$ cat src/dll_mode_defs.svh
// Constants for the DLL mode and command decode block.
// Assumes inclusion by bare name from the design files.
`ifndef DLL_MODE_DEFS_SVH
`define DLL_MODE_DEFS_SVH
// Mode register select codes on the bank address
`define SEL_MODE_REG_ZERO 3'h0
`define SEL_MODE_REG_ONE  3'h1
`define SEL_MODE_REG_TWO  3'h2
// Field positions
`define DLL_DISABLE_POS     0
`define LEVELING_ENABLE_POS 7
`define DLL_RESET_POS       8
// DLL-off latency pair
`define DLL_OFF_READ_LATENCY  4'h6
`define DLL_OFF_WRITE_LATENCY 4'h6
// Reset values
`define RESET_READ_LATENCY  4'h6
`define RESET_WRITE_LATENCY 4'h6
// Clock hold after self-refresh entry, in cycles
`define CLOCK_HOLD_AFTER_SR_ENTRY 8'h05
`endif

$ cat src/dll_mode_pkg.sv
// Types shared by the DLL mode block.
// Assumes no surroundings beyond the compiler.
package dll_mode_pkg;
	typedef enum logic [2:0] {
		cmd_deselect,
		cmd_idle,
		cmd_mode_write,
		cmd_read,
		cmd_refresh,
		cmd_other
	} cmd_kind_t;
	typedef enum {
		pwr_active,
		pwr_self_refresh,
		pwr_power_down
	} pwr_state_t;
endpackage

$ cat src/dll_mode_ctrl.sv
// Command decode, DLL mode, self-refresh clock gating and write leveling.
// Assumes command pins are sampled on the device clock by the caller.
`timescale 1ns/1ps
`include "dll_mode_defs.svh"
module dll_mode_ctrl
	import dll_mode_pkg::*;
(
	// Clocking
	input  wire logic        clock,
	input  wire logic        resetn,
	input  wire logic        clock_enable,
	// Command pins, active low strobes
	input  wire logic        cke,
	input  wire logic        chip_select_n,
	input  wire logic        row_strobe_n,
	input  wire logic        column_strobe_n,
	input  wire logic        write_enable_n,
	input  wire logic [2:0]  bank,
	input  wire logic [13:0] address,
	// Latency setup
	input  wire logic [3:0]  additive_latency,
	// Write leveling strobes and clock level, from pins
	input  wire logic        strobe_lower,
	input  wire logic        strobe_upper,
	input  wire logic        clock_level,
	// Status and results
	output logic             dll_enabled,
	output logic             leveling_active,
	output logic [3:0]       read_latency,
	output logic [3:0]       write_latency,
	output logic             latency_error,
	output logic             self_refresh,
	output logic             clock_ignored,
	output logic             read_launch,
	output logic [7:0]       feedback_lower,
	output logic [7:0]       feedback_upper,
	output logic             command_taken
);
	// ----------------------------------------
	// State
	// ----------------------------------------
	typedef struct packed {
		logic [2:0]  sync_lo;
		logic [2:0]  sync_up;
		logic [2:0]  sync_ck;
		logic        lvl_lo;
		logic        lvl_up;
		logic        dll_disable;
		logic        leveling;
		logic [3:0]  read_latency;
		logic [3:0]  write_latency;
		logic        cke_prev;
		pwr_state_t  pwr;
		logic [7:0]  hold_count;
		logic        clock_ignored;
		logic [7:0]  feedback_lower;
		logic [7:0]  feedback_upper;
		logic        taken;
	} ctrl_state_t;
	ctrl_state_t state;
	ctrl_state_t next_state;
	cmd_kind_t   kind;
	logic        read_start;
	logic [4:0]  read_tap;
	logic        launch_hit;

	// ----------------------------------------
	// Command decode
	// ----------------------------------------
	always_comb begin
		if (chip_select_n) begin
			kind = cmd_deselect;
		end else begin
			case ({row_strobe_n, column_strobe_n, write_enable_n})
				3'h7: kind = cmd_idle;
				3'h0: kind = cmd_mode_write;
				3'h5: kind = cmd_read;
				3'h1: kind = cmd_refresh;
				default: kind = cmd_other;
			endcase
		end
	end

	// ----------------------------------------
	// Next state
	// ----------------------------------------
	always_comb begin
		next_state = state;
		next_state.taken = 1'b0;
		next_state.sync_lo = {state.sync_lo[1:0], strobe_lower};
		next_state.sync_up = {state.sync_up[1:0], strobe_upper};
		next_state.sync_ck = {state.sync_ck[1:0], clock_level};
		next_state.cke_prev = cke;
		case (state.pwr)
			pwr_active: begin
				if (state.cke_prev && cke) begin
					next_state.taken = (kind != cmd_deselect) && (kind != cmd_idle);
					if (kind == cmd_mode_write) begin
						case (bank)
							`SEL_MODE_REG_ONE: begin
								next_state.dll_disable = address[`DLL_DISABLE_POS];
								next_state.leveling = address[`LEVELING_ENABLE_POS];
							end
							`SEL_MODE_REG_ZERO: next_state.read_latency = address[7:4];
							`SEL_MODE_REG_TWO: next_state.write_latency = address[6:3];
							default: next_state.taken = 1'b1;
						endcase
					end
				end else if (state.cke_prev && !cke) begin
					if (kind == cmd_refresh) begin
						next_state.pwr = pwr_self_refresh;
						next_state.hold_count = `CLOCK_HOLD_AFTER_SR_ENTRY;
					end else begin
						next_state.pwr = pwr_power_down;
					end
				end
			end
			pwr_self_refresh: begin
				if (state.hold_count != 8'h00) begin
					next_state.hold_count = state.hold_count - 8'h01;
				end else begin
					next_state.clock_ignored = 1'b1;
				end
				if (cke) begin
					next_state.pwr = pwr_active;
					next_state.clock_ignored = 1'b0;
				end
			end
			pwr_power_down: begin
				if (cke) begin
					next_state.pwr = pwr_active;
				end
			end
			default: next_state.pwr = pwr_active;
		endcase
		// Strobe level counts once second and third stages agree, so glitches drop
		if (state.sync_lo[2] == state.sync_lo[1]) begin
			next_state.lvl_lo = state.sync_lo[2];
		end
		if (state.sync_up[2] == state.sync_up[1]) begin
			next_state.lvl_up = state.sync_up[2];
		end
		// Clock level captured on a settled strobe rise, per lane
		if (state.leveling && state.sync_lo[2:1] == 2'h3 && !state.lvl_lo) begin
			next_state.feedback_lower = {8{state.sync_ck[2]}};
		end
		if (state.leveling && state.sync_up[2:1] == 2'h3 && !state.lvl_up) begin
			next_state.feedback_upper = {8{state.sync_ck[2]}};
		end
	end

	// ----------------------------------------
	// Registers
	// ----------------------------------------
	always_ff @(posedge clock or negedge resetn) begin
		if (!resetn) begin
			state <= '{sync_lo: 3'h0, sync_up: 3'h0, sync_ck: 3'h0, lvl_lo: 1'b0, lvl_up: 1'b0,
				dll_disable: 1'b0, leveling: 1'b0,
				read_latency: `RESET_READ_LATENCY, write_latency: `RESET_WRITE_LATENCY,
				cke_prev: 1'b0, pwr: pwr_active, hold_count: 8'h00,
				clock_ignored: 1'b0, feedback_lower: 8'h00, feedback_upper: 8'h00,
				taken: 1'b0};
		end else if (clock_enable) begin
			state <= next_state;
		end
	end

	// ----------------------------------------
	// Read launch timing
	// ----------------------------------------
	// DLL-off drops one cycle from the launch point
	always_comb begin
		read_start = (kind == cmd_read) && state.cke_prev && cke && (state.pwr == pwr_active);
		read_tap = 5'(additive_latency) + 5'(state.read_latency)
			- (state.dll_disable ? 5'h01 : 5'h00);
	end

	latency_shift #(
		.DEPTH (32)
	) u_launch (
		.clock  (clock),
		.resetn (resetn),
		.enable (clock_enable),
		.start  (read_start),
		.tap    (read_tap),
		.hit    (launch_hit)
	);

	// ----------------------------------------
	// Outputs
	// ----------------------------------------
	assign dll_enabled = !state.dll_disable;
	assign leveling_active = state.leveling;
	assign read_latency = state.read_latency;
	assign write_latency = state.write_latency;
	// Flags a latency pair that DLL-off cannot honour
	assign latency_error = state.dll_disable
		&& (state.read_latency != `DLL_OFF_READ_LATENCY
		|| state.write_latency != `DLL_OFF_WRITE_LATENCY);
	assign self_refresh = (state.pwr == pwr_self_refresh);
	assign clock_ignored = state.clock_ignored;
	assign read_launch = launch_hit;
	assign feedback_lower = state.feedback_lower;
	assign feedback_upper = state.feedback_upper;
	assign command_taken = state.taken;

	// ----------------------------------------
	// Checks
	// ----------------------------------------
	a_deselect_no_cmd: assert property (@(posedge clock) disable iff (!resetn)
		clock_enable && chip_select_n |=> !command_taken)
		else $error("deselect took a command");
	a_idle_no_cmd: assert property (@(posedge clock) disable iff (!resetn)
		clock_enable && !chip_select_n && row_strobe_n && column_strobe_n && write_enable_n
		|=> !command_taken)
		else $error("idle took a command");
	a_dll_bit_write: assert property (@(posedge clock) disable iff (!resetn)
		clock_enable && state.pwr == pwr_active && state.cke_prev && cke
		&& kind == cmd_mode_write && bank == `SEL_MODE_REG_ONE
		|=> dll_enabled == !$past(address[`DLL_DISABLE_POS]))
		else $error("dll bit not taken");
	a_level_bit_write: assert property (@(posedge clock) disable iff (!resetn)
		clock_enable && state.pwr == pwr_active && state.cke_prev && cke
		&& kind == cmd_mode_write && bank == `SEL_MODE_REG_ONE
		|=> leveling_active == $past(address[`LEVELING_ENABLE_POS]))
		else $error("leveling bit not taken");
	a_latency_flag: assert property (@(posedge clock) disable iff (!resetn)
		clock_enable && state.pwr == pwr_active && state.cke_prev && cke && state.dll_disable
		&& kind == cmd_mode_write && bank == `SEL_MODE_REG_ZERO
		&& address[7:4] != `DLL_OFF_READ_LATENCY |=> latency_error)
		else $error("latency flag missing with dll off");
	a_clock_ignored: assert property (@(posedge clock) disable iff (!resetn)
		clock_ignored |-> self_refresh)
		else $error("clock ignored outside self refresh");
	a_sr_hold_time: assert property (@(posedge clock) disable iff (!resetn)
		$rose(self_refresh) |-> !clock_ignored [*5])
		else $error("clock ignored too early");
	a_zero_tap_launch: assert property (@(posedge clock) disable iff (!resetn)
		clock_enable && read_start && read_tap == 5'h00 |=> read_launch)
		else $error("zero latency launch missing");
endmodule

$ cat src/latency_shift.sv
// Delay line that times read data launch from a read command.
// Assumes the enclosing logic gives the tap count per cycle.
`timescale 1ns/1ps
module latency_shift #(
	parameter int DEPTH = 32
) (
	// Clocking
	input  wire logic             clock,
	input  wire logic             resetn,
	input  wire logic             enable,
	// Request and tap
	input  wire logic             start,
	input  wire logic [4:0]       tap,
	output logic                  hit
);
	typedef struct packed {
		logic [DEPTH-1:0] line;
		logic             hit;
	} shift_state_t;
	shift_state_t state;
	shift_state_t next_state;
	always_comb begin
		next_state = state;
		next_state.line = {state.line[DEPTH-2:0], start};
		next_state.hit = (tap == 5'h00) ? start : state.line[tap - 5'h01];
	end
	always_ff @(posedge clock or negedge resetn) begin
		if (!resetn) begin
			state <= '0;
		end else if (enable) begin
			state <= next_state;
		end
	end
	assign hit = state.hit;
endmodule

$ cat config.mk
export PLATFORM = sky130hd
export DESIGN_NAME = dll_mode_ctrl
export DESIGN_NICKNAME = d
export VERILOG_FILES = /design/src/dll_mode_pkg.sv /design/src/dll_mode_ctrl.sv /design/src/latency_shift.sv
export VERILOG_INCLUDE_DIRS = /design/src
export SDC_FILE = /design/constraint.sdc
export NUM_CORES = 1
export LEC_CHECK = 0
export BUFFER_PORTS_ARGS = -buffer_cell sky130_fd_sc_hd__buf_2
export CORE_MARGIN = 2
export CORE_UTILIZATION = 35
export CTS_BUF_LIST = sky130_fd_sc_hd__clkbuf_4
export CTS_CLUSTER_DIAMETER = 100
export DETAILED_ROUTE_END_ITERATION = 10
export HOLD_SLACK_MARGIN = 0.08
export PLACE_DENSITY = 0.65
export SYNTH_ARGS = -nofsm -noshare
export SYNTH_HDL_FRONTEND = slang
export SYNTH_SLANG_ARGS = --single-unit
$ cat constraint.sdc
create_clock -name clock -period 6.7 [get_ports clock]
set_clock_uncertainty 0.05 [all_clocks]
set_input_delay 1.34 -clock clock [delete_from_list [all_inputs] [get_ports clock]]
set_output_delay 1.34 -clock clock [all_outputs]
set_load 0.05 [all_outputs]
* Yosys cells after proc, flatten, opt, wreduce, memory -nomap -nowiden
Cells that the tools add are included.
Storage, ports and cells: flip-flop bits (word level) 99, input port bits 32, output and inout bits 31, logic and storage cells 103
Operators by class: $add $sub $neg 4, $lt $le $gt $ge 1, eq/ne operators 24, mux-type cells 20, reductions and logical operators 36
Operators by type and width (count):
- $mux 40 | 2
- $eq 32x2->1 const B | 2
- $logic_not 32->1 | 2
- $pmux 32 s2 | 1
- $eq 32x1->1 const B | 1
- $mux 32 | 1
- $mux 8 | 2
- $pmux 8 s2 | 1
- $reduce_and 5->1 | 3
- $pmux 3 s4 | 1
- $logic_and 1x1->1 | 11
- $ne 2x2->1 const B | 5
- $eq 3x2->1 const B | 3
- $eq 3x3->1 const B | 3
- $mux 1 | 9
- $ne 4x3->1 const B | 2
- $reduce_and 2->1 | 4
- $reduce_bool 8->1 | 1
- $sub 8x1->8 const B | 1
- $eq 3x1->1 const B | 2
- $logic_not 3->1 | 2
- $lt 5x6->1 const B | 1
- $reduce_and 6->1 | 1
- $add 4x4->5 | 1
- other kinds (18) | 23

* Logic depth before layout (Yosys ltp)
word-level depth 9, gate-level depth with buffers 13

* Cells and area by module
From an unflattened synthesis, not the netlist that was laid out.
Second synthesis, totals: cells, all modules 322, area, all modules 3885.0 um^2
Modules (own cells, without submodules):
- dll_mode_ctrl | times used 1, cells an instance 207, area each 2205.9 um^2, seq. area each 905.9 um^2
- latency_shift | times used 1, cells an instance 115, area each 1679.1 um^2, seq. area each 825.8 um^2

* Least setup slack after synthesis
OpenSTA, ideal clock, no wires.
kind input -> register, from input additive_latency[1], to register u_launch.state (netlist bit u_launch.hit), setup time 0.148 ns, arrival 3.574 ns, slack 2.928 ns, stages on the path 12, buffers on the path 1, cell sequence inv_1 > ha_1 > inv_1 > fa_1 > inv_1 > ha_1 > buf_1 > mux4_2 > mux2i_1 > mux2i_1 > nor3_1 > a2111oi_2
On the way: longest elaborated chain between the ends 6
RTL lines:
- from (decl) | RTL line dll_mode_ctrl.sv:21 | input wire logic [3:0] additive_latency,
- $add 4x4->5 * | RTL line dll_mode_ctrl.sv:174 | read_tap = 5'(additive_latency) + 5'(state.read_latency)
- $sub 5x1->5 * | RTL line dll_mode_ctrl.sv:175 | - (state.dll_disable ? 5'h01 : 5'h00);
- $sub 5x1->5 | RTL line latency_shift.sv:25 | next_state.hit = (tap == 5'h00) ? start : state.line[tap - 5'h01];
- $bmux 1 s5 | RTL line latency_shift.sv:25
- $mux 1 (not written as such) | RTL line latency_shift.sv:25
- $mux 1 * | RTL line latency_shift.sv:25
- to (signal assigned) | RTL line latency_shift.sv:31 | state <= next_state;
- to (decl) | RTL line latency_shift.sv:20 | shift_state_t state;
Every way passes the cells marked *; elsewhere a longest branch is shown, timed or not. The select of a mux whose other input is x is not followed. A chain may end at the register's enable or synchronous reset.

* Worst setup path after layout
Same ends and word-level chain as after synthesis.

==> qor.txt <==
Status -> finished clean
Hold buffers post-CTS -> 0
Post-synthesis sequential area ratio -> 46.4%
Worst slew pin tran -> 0.872 ns
CTS Root Cell -> clkbuf_4
Vias per inst -> 4.76
1st-pass router iterations -> 4
GRT Overall Usage -> 11.7%
Total negative slack -> 0 ns
Top_reg_cell synth -> dfrtp_1
HP Start -> next_state[78]
Maxcap violations -> 0
CTS Buffer Depth -> 2
Commonest cells after routing, fill and taps aside -> dfrtp_1 (65), buf_2 (54), mux2_2 (53)
Leading area contributor after synthesis -> dfrtp_1
Post-CTS Setup Repair Bufs -> 0
Setup Viol. Count Final -> 0
Critical Path End Type -> register
VDD IR-drop max -> 0.112 mV
Drt wl/cell -> 13.1 um
Post-synth cell types -> 47
CTS resizes -> 0
Critical path class -> in2reg
Htree depth -> 3
Die Ht -> 107 um
Slew HR -> 41.8%
Crit path time final -> 3.58 ns
CTS Buf Count -> 9
Ant. Diodes -> 0
LEAKAGE -> 2.03 nW
Critical Path Fanout Max -> 8
1st-iter DRT viols -> 88
RR Endpoint -> u_launch.hit
Mapped Cells -> 300
Final Net Count -> 383
Remaining Overflow, GRT -> 0
IO buf count -> 54
Clock Pin Slew Worst Setup and Hold Paths -> 0.14 ns
Die area -> 11500 um^2
Post-synth EDFFs -> 0
R2r setup slk -> 3.56 ns
Syn avg cell area -> 12.4 um^2
Filler instances -> 1005
Clk Latency, worst-skew pair -> 0.42 ns
Vias in the first global route -> 2342
Worst r2r src -> read_latency[1]
Worst r2r path cells -> 11
Post-route DRC -> 0
RePlAce Congestion -> 0.726
Core ar. -> 10300 um^2
Syn Nets -> 348
Unrepaired setup endpoints after global routing -> no
DIE WIDTH -> 107 um
Flops & latches, synth -> 69
Final Hold Fails -> 0
Site row count -> 37
Post-synthesis instance area -> 3730 um^2
Ranking of synthesized cells by area -> dfrtp_1 (44%), mux2_2 (16%), ha_1 (5.0%), buf_4 (4.8%), mux4_2 (4.8%)
Worst EP arrival -> 3.80 ns
Critical Path Sink -> u_launch.hit
Crit start category -> input port
DR vias -> 2265
Wirelength, routed -> 6240 um
Cell breakdown of the critical path -> buf_2 > inv_1 > ha_1 > inv_1 > fa_1 > inv_1 > ha_1 > mux4_2 > mux2i_1 > mux2i_1 > nor3_1 > a2111oi_2
Initial antenna violation count -> 0
Post-DP HPWL -> 4380 um
Crit-path slowest cell -> fa_1
FFs w/ async S/R, synth -> 100%
CTS tree -> done
Synth warn -> 0
Most frequent CP cell -> inv_1
Pwr per Cell Area -> 257 nW/um^2
Top-area cell type share of the netlist area -> 43.6%
Global-route wire length before repair -> 10700 um
Io pins -> 63
Share of layout cells above drive strength 1 -> 43.5%
Hold Path Class -> reg2reg
Crit path launch -> additive_latency[1]
Area Overhead vs Synth -> 10.1%
Fmax -> 280 MHz
Initial core utilization -> 36.2%
Post-route ant nets -> 0
Final hold slack -> 0.472 ns
Fin crit share -> 53.4%
Most common cell after layout, fill and taps aside -> dfrtp_1
Slew Limit Fails -> 0
Final core occ -> 39.8%
Data required, critical path -> 6.92 ns
Final Power -> 1.05 mW
CTS Sinks -> 69
Largest net degree at the start of global routing -> 70
Max incr delay on CP -> 0.54 ns
synthesized netlist by cell type, types with 3 or more instances:
| cell type | instances |
|---|---|
| a21oi_1 | 5 |
| buf_1 | 6 |
| buf_4 | 24 |
| dfrtp_1 | 65 |
| dfstp_2 | 4 |
| ha_1 | 15 |
| inv_1 | 23 |
| mux2_2 | 53 |
| mux2i_1 | 6 |
| mux4_2 | 8 |
| nand2_1 | 12 |
| nand3_1 | 5 |
| nand3b_1 | 3 |
| nand4b_1 | 3 |
| nor2_1 | 10 |
| nor2b_1 | 5 |
| nor3_1 | 6 |
| o21ai_0 | 7 |
| xnor2_1 | 3 |
| xor2_1 | 5 |
stage by stage:
step	instance area (um^2)	instances	setup WS, ns
after floorplan	3730	300	2.93
after global placement	3980	460	2.64
after detailed placement	3980	460	2.66
after CTS	4110	476	3.10
after global routing	4110	476	2.93
final	4110	476	3.12
worst max-delay path: cells and delay by family:
kind / cells / cell delay (ns)
AO/OA/AOI/OAI: 1 / 0.05
adder cells (fa/ha/maj): 3 / 1.29
buffers and inverters: 4 / 0.22
multiplexers: 3 / 0.64
AND/OR/NAND/NOR: 1 / 0.23
power by group:
part           switching, mW  leakage [nW]  internal, mW
Sequential            0.0424         0.901         0.468
Clock                  0.178        0.0710        0.0851
Combinational          0.157          1.06         0.124
flip-flops by register name, summed over array words and instances (netlist names), 4 cells and up:
signal and flops:
u_launch.next_state 31, state 17, next_state 6, read_latency 4
write_latency 4
how the worst min path moves through the flow:
stage                               to  cells past startpoint
2_1_floorplan                state[69]                      1
3_3_place_gp                 state[70]                      1
3_5_place_dp            next_state[78]                      1
4_1_cts                 next_state[78]                      1
5_1_grt        u_launch.next_state[25]                      1
6_report                next_state[78]                      1
logic make-up (layout without fill, tap and decap cells):
logic type / after synthesis / count (layout) / synth area share (%)
AOI/OAI and AO/OA: 21 / 21 / 3.62
muxes: 67 / 67 / 22.4
buffers and inverters: 55 / 95 / 7.97
xor gates and xnor gates: 11 / 11 / 3.35
DFF: 69 / 69 / 46.4
and+or+nand+nor: 61 / 61 / 10.7
adders and majority gates: 16 / 16 / 5.56
layer usage:
metal	share of wire (%)	GRT usage, %	vias up
met2	49	19.3	34
li1	-	-	1094
met1	46	14.9	1129
met3	3.9	3.03	8
met5	0	0	-
met4	1.2	3.90	0
cell type report:
type	instances	area (um^2)	area share, %
multi-input cells	176	1710	41.5
clock buffers	9	67.6	1.64
clock inverters	7	65.1	1.58
repair buffers	56	285	6.94
flip-flops and latches	69	1730	42.1
inverters	23	86.3	2.10
well taps	136	170	4.14
No activity file was read; power rests on OpenSTA's default activity.
